File: config.mk
export PLATFORM = sky130hd
export DESIGN_NAME = ftpwm_top
export DESIGN_NICKNAME = d
export VERILOG_FILES = /design/src/ftpwm_pkg.sv /design/src/ftpwm_pwm_chan.sv /design/src/ftpwm_tach_chan.sv /design/src/ftpwm_top.sv
export VERILOG_INCLUDE_DIRS = /design/src
export SDC_FILE = /design/constraint.sdc
export NUM_CORES = 1
export LEC_CHECK = 0
export BUFFER_PORTS_ARGS = -buffer_cell sky130_fd_sc_hd__buf_2
export CORE_MARGIN = 8
export CORE_UTILIZATION = 55
export DETAILED_ROUTE_END_ITERATION = 7
export PLACE_DENSITY = 0.73
export SYNTH_ARGS = -nofsm -noshare
export SYNTH_HDL_FRONTEND = slang
export SYNTH_SLANG_ARGS = --single-unit
File: constraint.sdc
create_clock -name pclk -period 7.1 [get_ports pclk]
set_input_delay 0 -clock pclk [delete_from_list [all_inputs] [get_ports pclk]]
set_output_delay 0 -clock pclk [all_outputs]
set_load 0.01 [all_outputs]
File: src/ftpwm_params.svh
// timing counts, register offsets and reset values of the fan tray block
`ifndef FTPWM_PARAMS_SVH
`define FTPWM_PARAMS_SVH
`define FTPWM_CLK_HZ 200000000
`define FTPWM_TACH_WIN_MS 200
`define FTPWM_TACH_WIN_CYC ((`FTPWM_CLK_HZ / 1000) * `FTPWM_TACH_WIN_MS)
`define FTPWM_RAMP_STEP_MS 500
`define FTPWM_RAMP_STEP_CYC ((`FTPWM_CLK_HZ / 1000) * `FTPWM_RAMP_STEP_MS)
`define FTPWM_PWM_SLOT_CYC 7'h7F
`define FTPWM_PWM_LAST_PHASE 6'h3E
`define FTPWM_DUTY_MAX 6'h3F
`define FTPWM_DUTY_RST 6'h20
`define FTPWM_TACH_MAX 8'hFF
`define FTPWM_FLD_STRIDE 8
`define FTPWM_OFS_TARGET 8'h00
`define FTPWM_OFS_APPLIED 8'h04
`define FTPWM_OFS_TACH 8'h08
`define FTPWM_OFS_STATUS 8'h0C
`define FTPWM_OFS_IRQ_STAT 8'h10
`define FTPWM_OFS_IRQ_CLR 8'h14
`define FTPWM_OFS_IRQ_EN 8'h18
`define FTPWM_IRQ_EN_RST 9'h000
`endif

File: src/ftpwm_pkg.sv
// shared types of the fan tray pwm and tachometer block
package ftpwm_pkg;
  typedef enum logic [1:0] {TRAY_ABSENT, TRAY_RAMP, TRAY_RUN} ftpwm_mode_e;
  typedef struct packed {
    logic win;
    logic [3:0] rem;
    logic [3:0] ins;
  } ftpwm_irq_s;
  typedef logic [5:0] ftpwm_duty_t;
  typedef logic [7:0] ftpwm_tach_t;
endpackage

File: src/ftpwm_pwm_chan.sv
// one pwm channel with 63 duty slots per period
`timescale 1ns/1ps
`include "ftpwm_params.svh"
module ftpwm_pwm_chan import ftpwm_pkg::*; (
  input wire logic pclk,
  input wire logic presetn,
  input wire ftpwm_duty_t duty,
  output logic pwm
);
  logic [6:0] slot_cnt;
  logic [5:0] phase;

  // slot divider and phase 0..62
  always_ff @(posedge pclk or negedge presetn) begin
    if (!presetn) begin
      slot_cnt <= 7'h00;
      phase <= 6'h00;
    end else if (slot_cnt == `FTPWM_PWM_SLOT_CYC - 7'h01) begin
      slot_cnt <= 7'h00;
      phase <= (phase == `FTPWM_PWM_LAST_PHASE) ? 6'h00 : phase + 6'h01;
    end else begin
      slot_cnt <= slot_cnt + 7'h01;
    end
  end

  // high for duty of 63 slots
  // code 63 never falls, code 0 never rises
  always_ff @(posedge pclk or negedge presetn) begin
    if (!presetn) begin
      pwm <= 1'b0;
    end else begin
      pwm <= (phase < duty);
    end
  end
endmodule // ftpwm_pwm_chan

File: src/ftpwm_tach_chan.sv
// one tachometer input: synchroniser, edge count, window latch
`timescale 1ns/1ps
`include "ftpwm_params.svh"
module ftpwm_tach_chan import ftpwm_pkg::*; (
  input wire logic pclk,
  input wire logic presetn,
  input wire logic tach_pin,
  input wire logic win_tick,
  output ftpwm_tach_t count
);
  logic sync1;
  logic sync2;
  logic last;
  logic edge_seen;
  ftpwm_tach_t acc;

  // two-stage synchroniser, third stage only for edge detect
  // reset to the pulled-up idle level so release shows no false edge
  always_ff @(posedge pclk or negedge presetn) begin
    if (!presetn) begin
      sync1 <= 1'b1;
      sync2 <= 1'b1;
      last <= 1'b1;
    end else begin
      sync1 <= tach_pin;
      sync2 <= sync1;
      last <= sync2;
    end
  end
  assign edge_seen = sync2 & ~last;

  // count rising edges, latch at window end
  // saturate so fast fans never wrap
  always_ff @(posedge pclk or negedge presetn) begin
    if (!presetn) begin
      acc <= 8'h00;
      count <= 8'h00;
    end else if (win_tick) begin
      acc <= 8'h00;
      count <= (edge_seen && acc != `FTPWM_TACH_MAX) ? acc + 8'h01 : acc;
    end else if (edge_seen && acc != `FTPWM_TACH_MAX) begin
      acc <= acc + 8'h01;
    end
  end
endmodule // ftpwm_tach_chan

File: src/ftpwm_top.sv
// four-tray fan pwm and tachometer controller with apb registers
`timescale 1ns/1ps
`include "ftpwm_params.svh"
// Summary of operation
// - Each tray holds a 6-bit duty code and its pwm is high code/63.
// - Code 63 keeps the pwm high and code 0 keeps it low.
// - Tach pulses are counted per 200 ms window, last count readable.
// - The count holds up to 255 pulses per window without overflow.
// - A tray becoming present has its pwm taken over by a soft ramp.
// - Every tray target duty is 50% after reset.
// - The ramp climbs from 0% towards the 50% target over 16 s.
// - During the ramp the duty rises one level every 500 ms.
// - One controller serves four trays, upper or lower group.
// - Presence and tach speed are monitored besides pwm drive.
// - The management controller reaches control and status by bus.
module ftpwm_top import ftpwm_pkg::*; #(
  parameter int TACH_WIN_CYC = `FTPWM_TACH_WIN_CYC,
  parameter int RAMP_STEP_CYC = `FTPWM_RAMP_STEP_CYC
) (
  input wire logic pclk,
  input wire logic presetn,
  input wire logic psel,
  input wire logic penable,
  input wire logic pwrite,
  input wire logic [7:0] paddr,
  input wire logic [31:0] pwdata,
  output logic [31:0] prdata,
  output logic pready,
  output logic pslverr,
  input wire logic [3:0] tray_present,
  input wire logic [3:0] tach_in,
  output logic [3:0] pwm_out,
  output logic irq
);
  logic [3:0] pres1;
  logic [3:0] present_s;
  logic [3:0] pres_last;
  logic [26:0] win_cnt;
  logic win_tick;
  ftpwm_duty_t target [4];
  ftpwm_duty_t applied [4];
  ftpwm_mode_e mode [4];
  logic [26:0] step_cnt [4];
  ftpwm_tach_t tach_cnt [4];
  logic [3:0] ramping;
  ftpwm_irq_s irq_stat;
  ftpwm_irq_s irq_en;
  ftpwm_irq_s irq_evt;
  logic wr_done;
  logic [31:0] next_rdata;
  logic next_err;
  logic target_written;

  // presence pins: two flops, then a third for edges
  always_ff @(posedge pclk or negedge presetn) begin
    if (!presetn) begin
      pres1 <= 4'h0;
      present_s <= 4'h0;
      pres_last <= 4'h0;
    end else begin
      pres1 <= tray_present;
      present_s <= pres1;
      pres_last <= present_s;
    end
  end

  always_ff @(posedge pclk or negedge presetn) begin
    if (!presetn) begin
      win_cnt <= 27'h0000000;
      win_tick <= 1'b0;
    end else if (win_cnt == 27'(TACH_WIN_CYC - 1)) begin
      win_cnt <= 27'h0000000;
      win_tick <= 1'b1;
    end else begin
      win_cnt <= win_cnt + 27'h0000001;
      win_tick <= 1'b0;
    end
  end

  // completed apb write, taken at the access edge only
  assign wr_done = psel & penable & pwrite & pready;

  for (genvar i = 0; i < 4; i++) begin : g_tray
    // written code becomes the new target
    always_ff @(posedge pclk or negedge presetn) begin
      if (!presetn) begin
        target[i] <= `FTPWM_DUTY_RST;
      end else if (wr_done && paddr == `FTPWM_OFS_TARGET) begin
        target[i] <= pwdata[i*`FTPWM_FLD_STRIDE +: 6];
      end
    end

    // removal forces duty zero, ramp restarts
    always_ff @(posedge pclk or negedge presetn) begin
      if (!presetn) begin
        mode[i] <= TRAY_ABSENT;
        applied[i] <= 6'h00;
        step_cnt[i] <= 27'h0000000;
      end else if (!present_s[i]) begin
        mode[i] <= TRAY_ABSENT;
        applied[i] <= 6'h00;
        step_cnt[i] <= 27'h0000000;
      end else begin
        unique case (mode[i])
          TRAY_ABSENT: begin
            mode[i] <= TRAY_RAMP;
            applied[i] <= 6'h00;
            step_cnt[i] <= 27'h0000000;
          end
          TRAY_RAMP: begin
            // stop at target, even if lowered meanwhile
            if (applied[i] >= target[i]) begin
              applied[i] <= target[i];
              mode[i] <= TRAY_RUN;
            // one level per 500 ms step
            end else if (step_cnt[i] == 27'(RAMP_STEP_CYC - 1)) begin
              step_cnt[i] <= 27'h0000000;
              applied[i] <= applied[i] + 6'h01;
            end else begin
              step_cnt[i] <= step_cnt[i] + 27'h0000001;
            end
          end
          TRAY_RUN: begin
            // after the ramp writes apply at once
            applied[i] <= target[i];
          end
        endcase
      end
    end
    assign ramping[i] = (mode[i] == TRAY_RAMP);

    // duty code drives the tray pwm
    ftpwm_pwm_chan u_pwm (
      .pclk(pclk),
      .presetn(presetn),
      .duty(applied[i]),
      .pwm(pwm_out[i])
    );

    ftpwm_tach_chan u_tach (
      .pclk(pclk),
      .presetn(presetn),
      .tach_pin(tach_in[i]),
      .win_tick(win_tick),
      .count(tach_cnt[i])
    );

  end

  // helper: any target write seen since reset
  always_ff @(posedge pclk or negedge presetn) begin
    if (!presetn) begin
      target_written <= 1'b0;
    end else if (wr_done && paddr == `FTPWM_OFS_TARGET) begin
      target_written <= 1'b1;
    end
  end

  // interrupt events of this cycle
  assign irq_evt.ins = present_s & ~pres_last;
  assign irq_evt.rem = ~present_s & pres_last;
  assign irq_evt.win = win_tick;

  // sticky status, set beats a same-cycle clear
  always_ff @(posedge pclk or negedge presetn) begin
    if (!presetn) begin
      irq_stat <= '0;
    end else if (wr_done && paddr == `FTPWM_OFS_IRQ_CLR) begin
      irq_stat <= (irq_stat & ~pwdata[8:0]) | irq_evt;
    end else begin
      irq_stat <= irq_stat | irq_evt;
    end
  end

  // interrupt enable register
  always_ff @(posedge pclk or negedge presetn) begin
    if (!presetn) begin
      irq_en <= `FTPWM_IRQ_EN_RST;
    end else if (wr_done && paddr == `FTPWM_OFS_IRQ_EN) begin
      irq_en <= pwdata[8:0];
    end
  end

  // registered level output, one cycle behind the status
  always_ff @(posedge pclk or negedge presetn) begin
    if (!presetn) begin
      irq <= 1'b0;
    end else begin
      irq <= |(irq_stat & irq_en);
    end
  end

  // read decode, sampled in the setup cycle
  // presence, ramp state and tach counts are readable
  always_comb begin
    next_rdata = 32'h00000000;
    next_err = 1'b0;
    unique case (paddr)
      `FTPWM_OFS_TARGET: next_rdata = {2'h0, target[3], 2'h0, target[2],
                                       2'h0, target[1], 2'h0, target[0]};
      `FTPWM_OFS_APPLIED: next_rdata = {2'h0, applied[3], 2'h0, applied[2],
                                        2'h0, applied[1], 2'h0, applied[0]};
      `FTPWM_OFS_TACH: next_rdata = {tach_cnt[3], tach_cnt[2],
                                     tach_cnt[1], tach_cnt[0]};
      `FTPWM_OFS_STATUS: next_rdata = {24'h000000, ramping, present_s};
      `FTPWM_OFS_IRQ_STAT: next_rdata = {23'h000000, irq_stat};
      `FTPWM_OFS_IRQ_CLR: next_rdata = 32'h00000000;
      `FTPWM_OFS_IRQ_EN: next_rdata = {23'h000000, irq_en};
      default: next_err = 1'b1;
    endcase
  end

  // apb slave, answers in the first access cycle
  always_ff @(posedge pclk or negedge presetn) begin
    if (!presetn) begin
      prdata <= 32'h00000000;
      pready <= 1'b0;
      pslverr <= 1'b0;
    end else if (psel && !penable) begin
      prdata <= pwrite ? 32'h00000000 : next_rdata;
      pready <= 1'b1;
      pslverr <= next_err;
    end else if (pready) begin
      // drop the answer so a stray penable waits for a setup
      prdata <= 32'h00000000;
      pready <= 1'b0;
      pslverr <= 1'b0;
    end
  end
endmodule // ftpwm_top

==> metrics.txt, run 1 <==
outcome completed; overall global routing resource usage 0.220; Gate power share 0.073; Layout area overhead 14.2%; max-slew violation count 0; fill cell count 2895; row cnt 69; RSZ-0062 raised after global routing false; top-area cell type share of the netlist area 0.477; root buffer cell clkbuf_16; Netlist cell types 87; post-CTS sizing 0; most instantiated library cell after synthesis dfrtp_1; vias in the first global route about 16k; drt initial violations approximately 1.1k; # IOs 92; sequential share of power 0.472; Max Clock Skew between 10 and 15 ps; global-route wire length before repair ~77000 um; later-pin clock latency in the skew report 530 ps; Fin Setup TNS 0 ps; measured slew at the worst slew-check pin around 1200 ps; Worst EP required around 7600 ps; CTS tree built; setup violators final 0; hold crit path type in2async; Async SR Flop Fraction 1.00; DRT Pass-1 Iters 7; htree depth 2; Main synth FF type dfrtp_1; syn_nets roughly 2.1k; startpoint types flop; PortBufs 85; Final min period between 3000 and 4000 ps; Max Cap Viol 0; synth top area cells dfrtp_1 (48%), ha_1 (5.4%), nor2_1 (4.1%); Die Wd about 200 um; Reg2Reg Launch Point applied[3]; Syn. warnings 0; period utilisation layout 0.453; initial antenna violation count 5; Psw around 0.0012 W; Fin. Hold Viols 0; critical path type reg2reg; post-synth top area cell dfrtp_1; P_int ~0.0038 W; crit end category flop; TritonCTS buffer count 42; Overflow after GRT 0; core area about 35000 um2; Leak 9.85 nW; post-DR vias/cell 5.98; Max Freq between 300 and 400 MHz; Initial Util 0.555; Commonest cells post-synth dfrtp_1 (373), nor2_1 (214), nand2_1 (186); fraction of layout cells with a size suffix above 1 0.107; Max Buffers Root-to-Sink 3; DRC violations left 0; Clk pwr share 0.455; Die ar. approximately 42000 um2; switching portion of total power 0.238; DP Wirelength roughly 31000 um; Clk pin slew, worst setup/hold paths about 60 ps; pwr/cell area 226 nW/um2; maximum vdd drop ~0.17 mV; Final #Nets 2248; register area share after synthesis 0.498; CP max FO 27; CTS Hold Bufs 44; postcts setup bufs 0; largest net degree at the start of global routing between 150 and 200; Hold Slack about 18 ps; Mapped Area 19600 um2; via count between 15k and 20k; floorplan die height 205 um; Placer Congestion 0.865; antenna-violating nets left 0; clock sink total between 300 and 400; Post-synth EDFFs 0; syn avg cell area 9.80 um2; Seq cells post-synth approximately 390; Critical path origin applied[3]; Slew headroom 0.223; Total Wirelength 45700 um; Gate Count Post-Synth ~2.0k; WL per Instance 17.5 um; CP arrival roughly 3700 ps
==> power groups by stage <==
stage | combinational, W | sequential, W | clock (W)
global route | 0.000423 | 0.00239 | 0.00243
floorplan | 0.000223 | 0.00240 | 0
finish | 0.000370 | 0.00238 | 0.00230
global placement | 0.000339 | 0.00241 | 0
CTS | 0.000375 | 0.00238 | 0.00235
detailed placement | 0.000352 | 0.00242 | 0
==> stage by stage <==
stage	instance area, um2	total power, W	instances	setup WS [ps]	utilization
after detailed placement	20400	0.00277	2484	3940	0.579
after global placement	20400	0.00275	2484	3970	0.579
after CTS	22400	0.00510	2606	3930	0.633
after floorplan	19600	0.00262	1998	4770	-
final	22400	0.00505	2610	3880	0.633
after global routing	22400	0.00525	2610	3620	0.633
==> logic make-up (layout without fill, tap and decap cells) <==
group,Yosys count,in the layout,share of synthesized area
fa+ha+maj,84,84,0.0537
simple gates,725,725,0.180
buf+inv,164,311,0.0335
xor+xnor,130,130,0.0581
compound gates,472,472,0.159
other cells,0,4,0
mux,34,34,0.0185
flops,389,389,0.498
==> flip-flops by register name, indices dropped and copies added (netlist names), 9 cells and up <==
signal	count
step_cnt	108
g_tray.u_tach.acc	32
g_tray.u_tach.count	32
prdata	32
g_tray.u_pwm.slot_cnt	28
win_cnt	27
applied	24
g_tray.u_pwm.phase	24
target	24
irq_en	9
irq_stat	9
==> critical path, cell delays in order (launching register included) <==
cell and delay [ps]:
dfrtp_1 440, ha_1 320, a211o_1 290, o211ai_1 120
o2111ai_2 640, nor3_2 900, o21ai_0 200, a31oi_1 220
==> per-layer routing <==
metal / wire [um] / GRT usage / share of wire
met5: 8 / 0 / 0.00017
met4: 1090 / 0.0648 / 0.024
met3: 2480 / 0.0365 / 0.054
met2: 22100 / 0.365 / 0.48
met1: 20100 / 0.293 / 0.44
==> cells in the final DEF, fill, tap and decap left out, drive strengths merged, types with 10 or more instances in the layout <==
cell / Yosys / final
o31ai: 14 / 14
and4: 14 / 14
xnor2: 59 / 59
and2: 16 / 16
o21ai: 145 / 145
mux2i: 17 / 17
nand2b: 15 / 15
dlygate4sd3: 0 / 44
a22oi: 30 / 30
a22o: 16 / 16
dfstp: 16 / 16
and3: 38 / 38
o211ai: 15 / 15
a221oi: 19 / 19
xor2: 71 / 71
a31oi: 30 / 30
or3: 17 / 17
nor4: 10 / 10
nor3: 52 / 52
ha: 84 / 84
clkbuf: 58 / 66
inv: 89 / 89
nor2: 215 / 215
buf: 17 / 100
a21oi: 87 / 87
mux2: 17 / 17
nand2: 187 / 187
nand3: 86 / 86
o2111ai: 16 / 16
a21o: 15 / 15
dfrtp: 373 / 373
nand4: 47 / 47
==> path summary, 6_finish.rpt <==
kind	slack [ps]	cells past startpoint	endpoint
worst min-delay path	20	2	pres1[2]
min in group pclk	110	2	pres1[2]
worst max-delay path	3880	7	step_cnt[21]
worst min register to register	350	0	g_tray[0].u_tach.sync2
worst max register to register	3880	7	step_cnt[21]
max in group asynchronous	5640	3	win_tick
==> cell type report <==
cell class	instances	area (um2)	share of cell area
sequential	389	9760	0.436
multi-input combinational	1445	9210	0.412
tap	461	577	0.0258
clock inverter	12	163	0.00727
timing repair buffer	144	1000	0.0448
antenna	4	10.0	0.000448
inverter	89	334	0.0149
clock buffer	66	1320	0.0588
(Power assumes the default switching activity.)
==> run 2, diff against run 1 <==
==> constraint.sdc (replaced) <==
create_clock -name pclk -period 3.15 [get_ports pclk]
set_input_delay 0 -clock pclk [delete_from_list [all_inputs] [get_ports pclk]]
set_output_delay 0 -clock pclk [all_outputs]
set_load 0.01 [all_outputs]
==> run 2 against run 1 <==
Total power up 130%. Worst setup slack worse by 3500 ps. Largest cell class unchanged. Critical path type unchanged. Clock skew up 3.8 ps. Clock-buffer cell count down 12. Worst hold slack better by 16 ps. Non-clock buffer count up 24. Register-to-register slack worse by 3500 ps. Largest power group unchanged.
==> metrics.txt, run 2 (same netlist as run 1, synthesis figures left out) <==
core area 35300 um2 (unchanged); measured slew at the worst slew-check pin 925 ps (-241 ps); Worst EP required 3630 ps (-3920 ps); Crit path top cell by count a21oi_1; Fin Setup TNS 0 ps (unchanged); area post-placement 20600 um2 (+0.97%); CP max FO 15 (-44%); max reg flops 108 (unchanged); maximum vdd drop 0.472 mV (+170%); drt initial violations 1116 (+3.3%); clock sink total 389 (unchanged); CTS tree built; initial antenna violation count 3 (-2); Largest Register step_cnt; Max Buffers Root-to-Sink 3 (unchanged); Clk pin slew, worst setup/hold paths 60 ps (about the same); CP arrival 3230 ps (-440 ps); Final #Nets 2272 (+1.1%); r2r endpoint step_cnt[38]; Overflow after GRT 0 (unchanged); row cnt 69 (unchanged); later-pin clock latency in the skew report 570 ps (+40 ps); # IOs 92 (unchanged); Die Wd 205 um (unchanged); Slew headroom 0.380 (+0.157); max-slew violation count 0 (unchanged); Total Wirelength 46400 um (+1.4%); Worst R2R Setup Slack 400 ps (-3480 ps); pwr/cell area 509 nW/um2 (+130%); overall global routing resource usage 0.223 (+0.00361); Final Instance Area 22600 um2 (+0.84%); hold crit path type in2async; TritonCTS buffer count 42 (unchanged); Placer Congestion 0.858 (-0.71%); Final min period 2750 ps (-469 ps); WL per Instance 17.6 um (+0.59%); post-DR vias/cell 5.96 (-0.32%); Fin. Hold Viols 0 (unchanged); critical path type reg2reg; PortBufs 85 (unchanged); DP Wirelength 31800 um (+2.7%); Die ar. 41900 um2 (unchanged); commonest non-fill, non-tap cells in the layout dfrtp_1 (372), nor2_1 (213), nand2_1 (186); DRT Pass-1 Iters 5 (-2); Max Cap Viol 0 (unchanged); largest net degree at the start of global routing 90 (-49%); crit-path cells ha_1, a211o_1, a21oi_1, o211a_1, buf_4, o21ai_0, or4_1, a21oi_1; global-route wire length before repair 78200 um (+1.0%); fill cell count 2845 (-1.7%); floorplan die height 205 um (unchanged); Leak 9.97 nW (+1.2%); Max Freq 364 MHz (+17%); vias in the first global route 15.6k (-0.33%); setup violators final 0 (unchanged); startpoint types flop; Initial Util 0.555 (unchanged); Layout area overhead 15.1%; Max Clock Skew 18.7 ps (+3.85 ps); Reg2Reg Launch Point applied[9]; DRC violations left 0 (unchanged); Overall Power 0.0115 W (+130%); antenna-violating nets left 0 (unchanged); via count 15.7k (+0.48%); CP max stage cell or4_1; RSZ-0062 raised after global routing false; Reg2Reg Depth 8 (+1); htree depth 2 (unchanged); root buffer cell clkbuf_16; commonest non-fill, non-tap cell in the layout dfrtp_1; period utilisation layout 0.873 (+0.420); crit end category flop; fraction of layout cells with a size suffix above 1 0.117 (+0.0105); CP peak stage delay 470 ps (-430 ps); outcome completed
[run 2: worst max path at each step]
stage | start | endpoint | slack [ps] | cells after the start
detailed placement | applied[9] | step_cnt[38] | 450 | 8
floorplan | applied[9] | step_cnt[47] | 820 | 9
finish | applied[9] | step_cnt[38] | 400 | 8
CTS | applied[9] | step_cnt[38] | 440 | 8
global placement | applied[9] | step_cnt[49] | 540 | 8
global route | target[9] | step_cnt[45] | 270 | 9
[run 2: power breakdown]
group	switching [W]	internal (W)	leakage, nW
clock network	0.00206	0.00318	0.719
logic	0.000546	0.000312	4.15
registers	0.000185	0.00518	5.10
[run 2: final cells by class]
| cell class | count | area (um2) | area share |
|---|---|---|---|
| Tap cell | 461 | 577 | 0.0256 |
| Clock inverter | 22 | 315 | 0.0140 |
| Multi-Input combinational cell | 1445 | 9200 | 0.408 |
| Timing Repair Buffer | 168 | 1210 | 0.0535 |
| Clock buffer | 54 | 1160 | 0.0513 |
| Inverter | 89 | 334 | 0.0148 |
| Sequential cell | 389 | 9760 | 0.433 |
| Antenna cell | 3 | 7.51 | 0.000333 |
[run 2: metal layers]
metal  GRT usage  vias to the layer above  wire, um
met5           0                        -         0
met4      0.0663                        0      1060
met3      0.0368                       81      2320
met2       0.365                      366     22200
met1       0.303                     7758     20800
li1            -                     7485         -
[run 2: metrics by stage]
stage | setup slack (ps) | cells | utilization | hold WS (ps)
floorplan | 816 | 1998 | - | -296
global placement | 537 | 2508 | 0.584 | 60.9
detailed placement | 445 | 2508 | 0.584 | 59.5
CTS | 435 | 2628 | 0.638 | 46.6
global route | 267 | 2631 | 0.639 | 55.5
finish | 399 | 2631 | 0.639 | 33.8
[run 2: what timing repair did]
action	in CTS	in global routing
hold buffers	44	0
setup buffers	0	0
endpoints found under the hold margin	202	0
resized for setup	0	0
[run 2: worst max-delay path: cells and delay by family (launching register included)]
family,cells,cell delay (ps)
flops,1,460
buf+inv,1,240
compound gates,5,1180
fa+ha+maj,1,340
simple gates,1,470
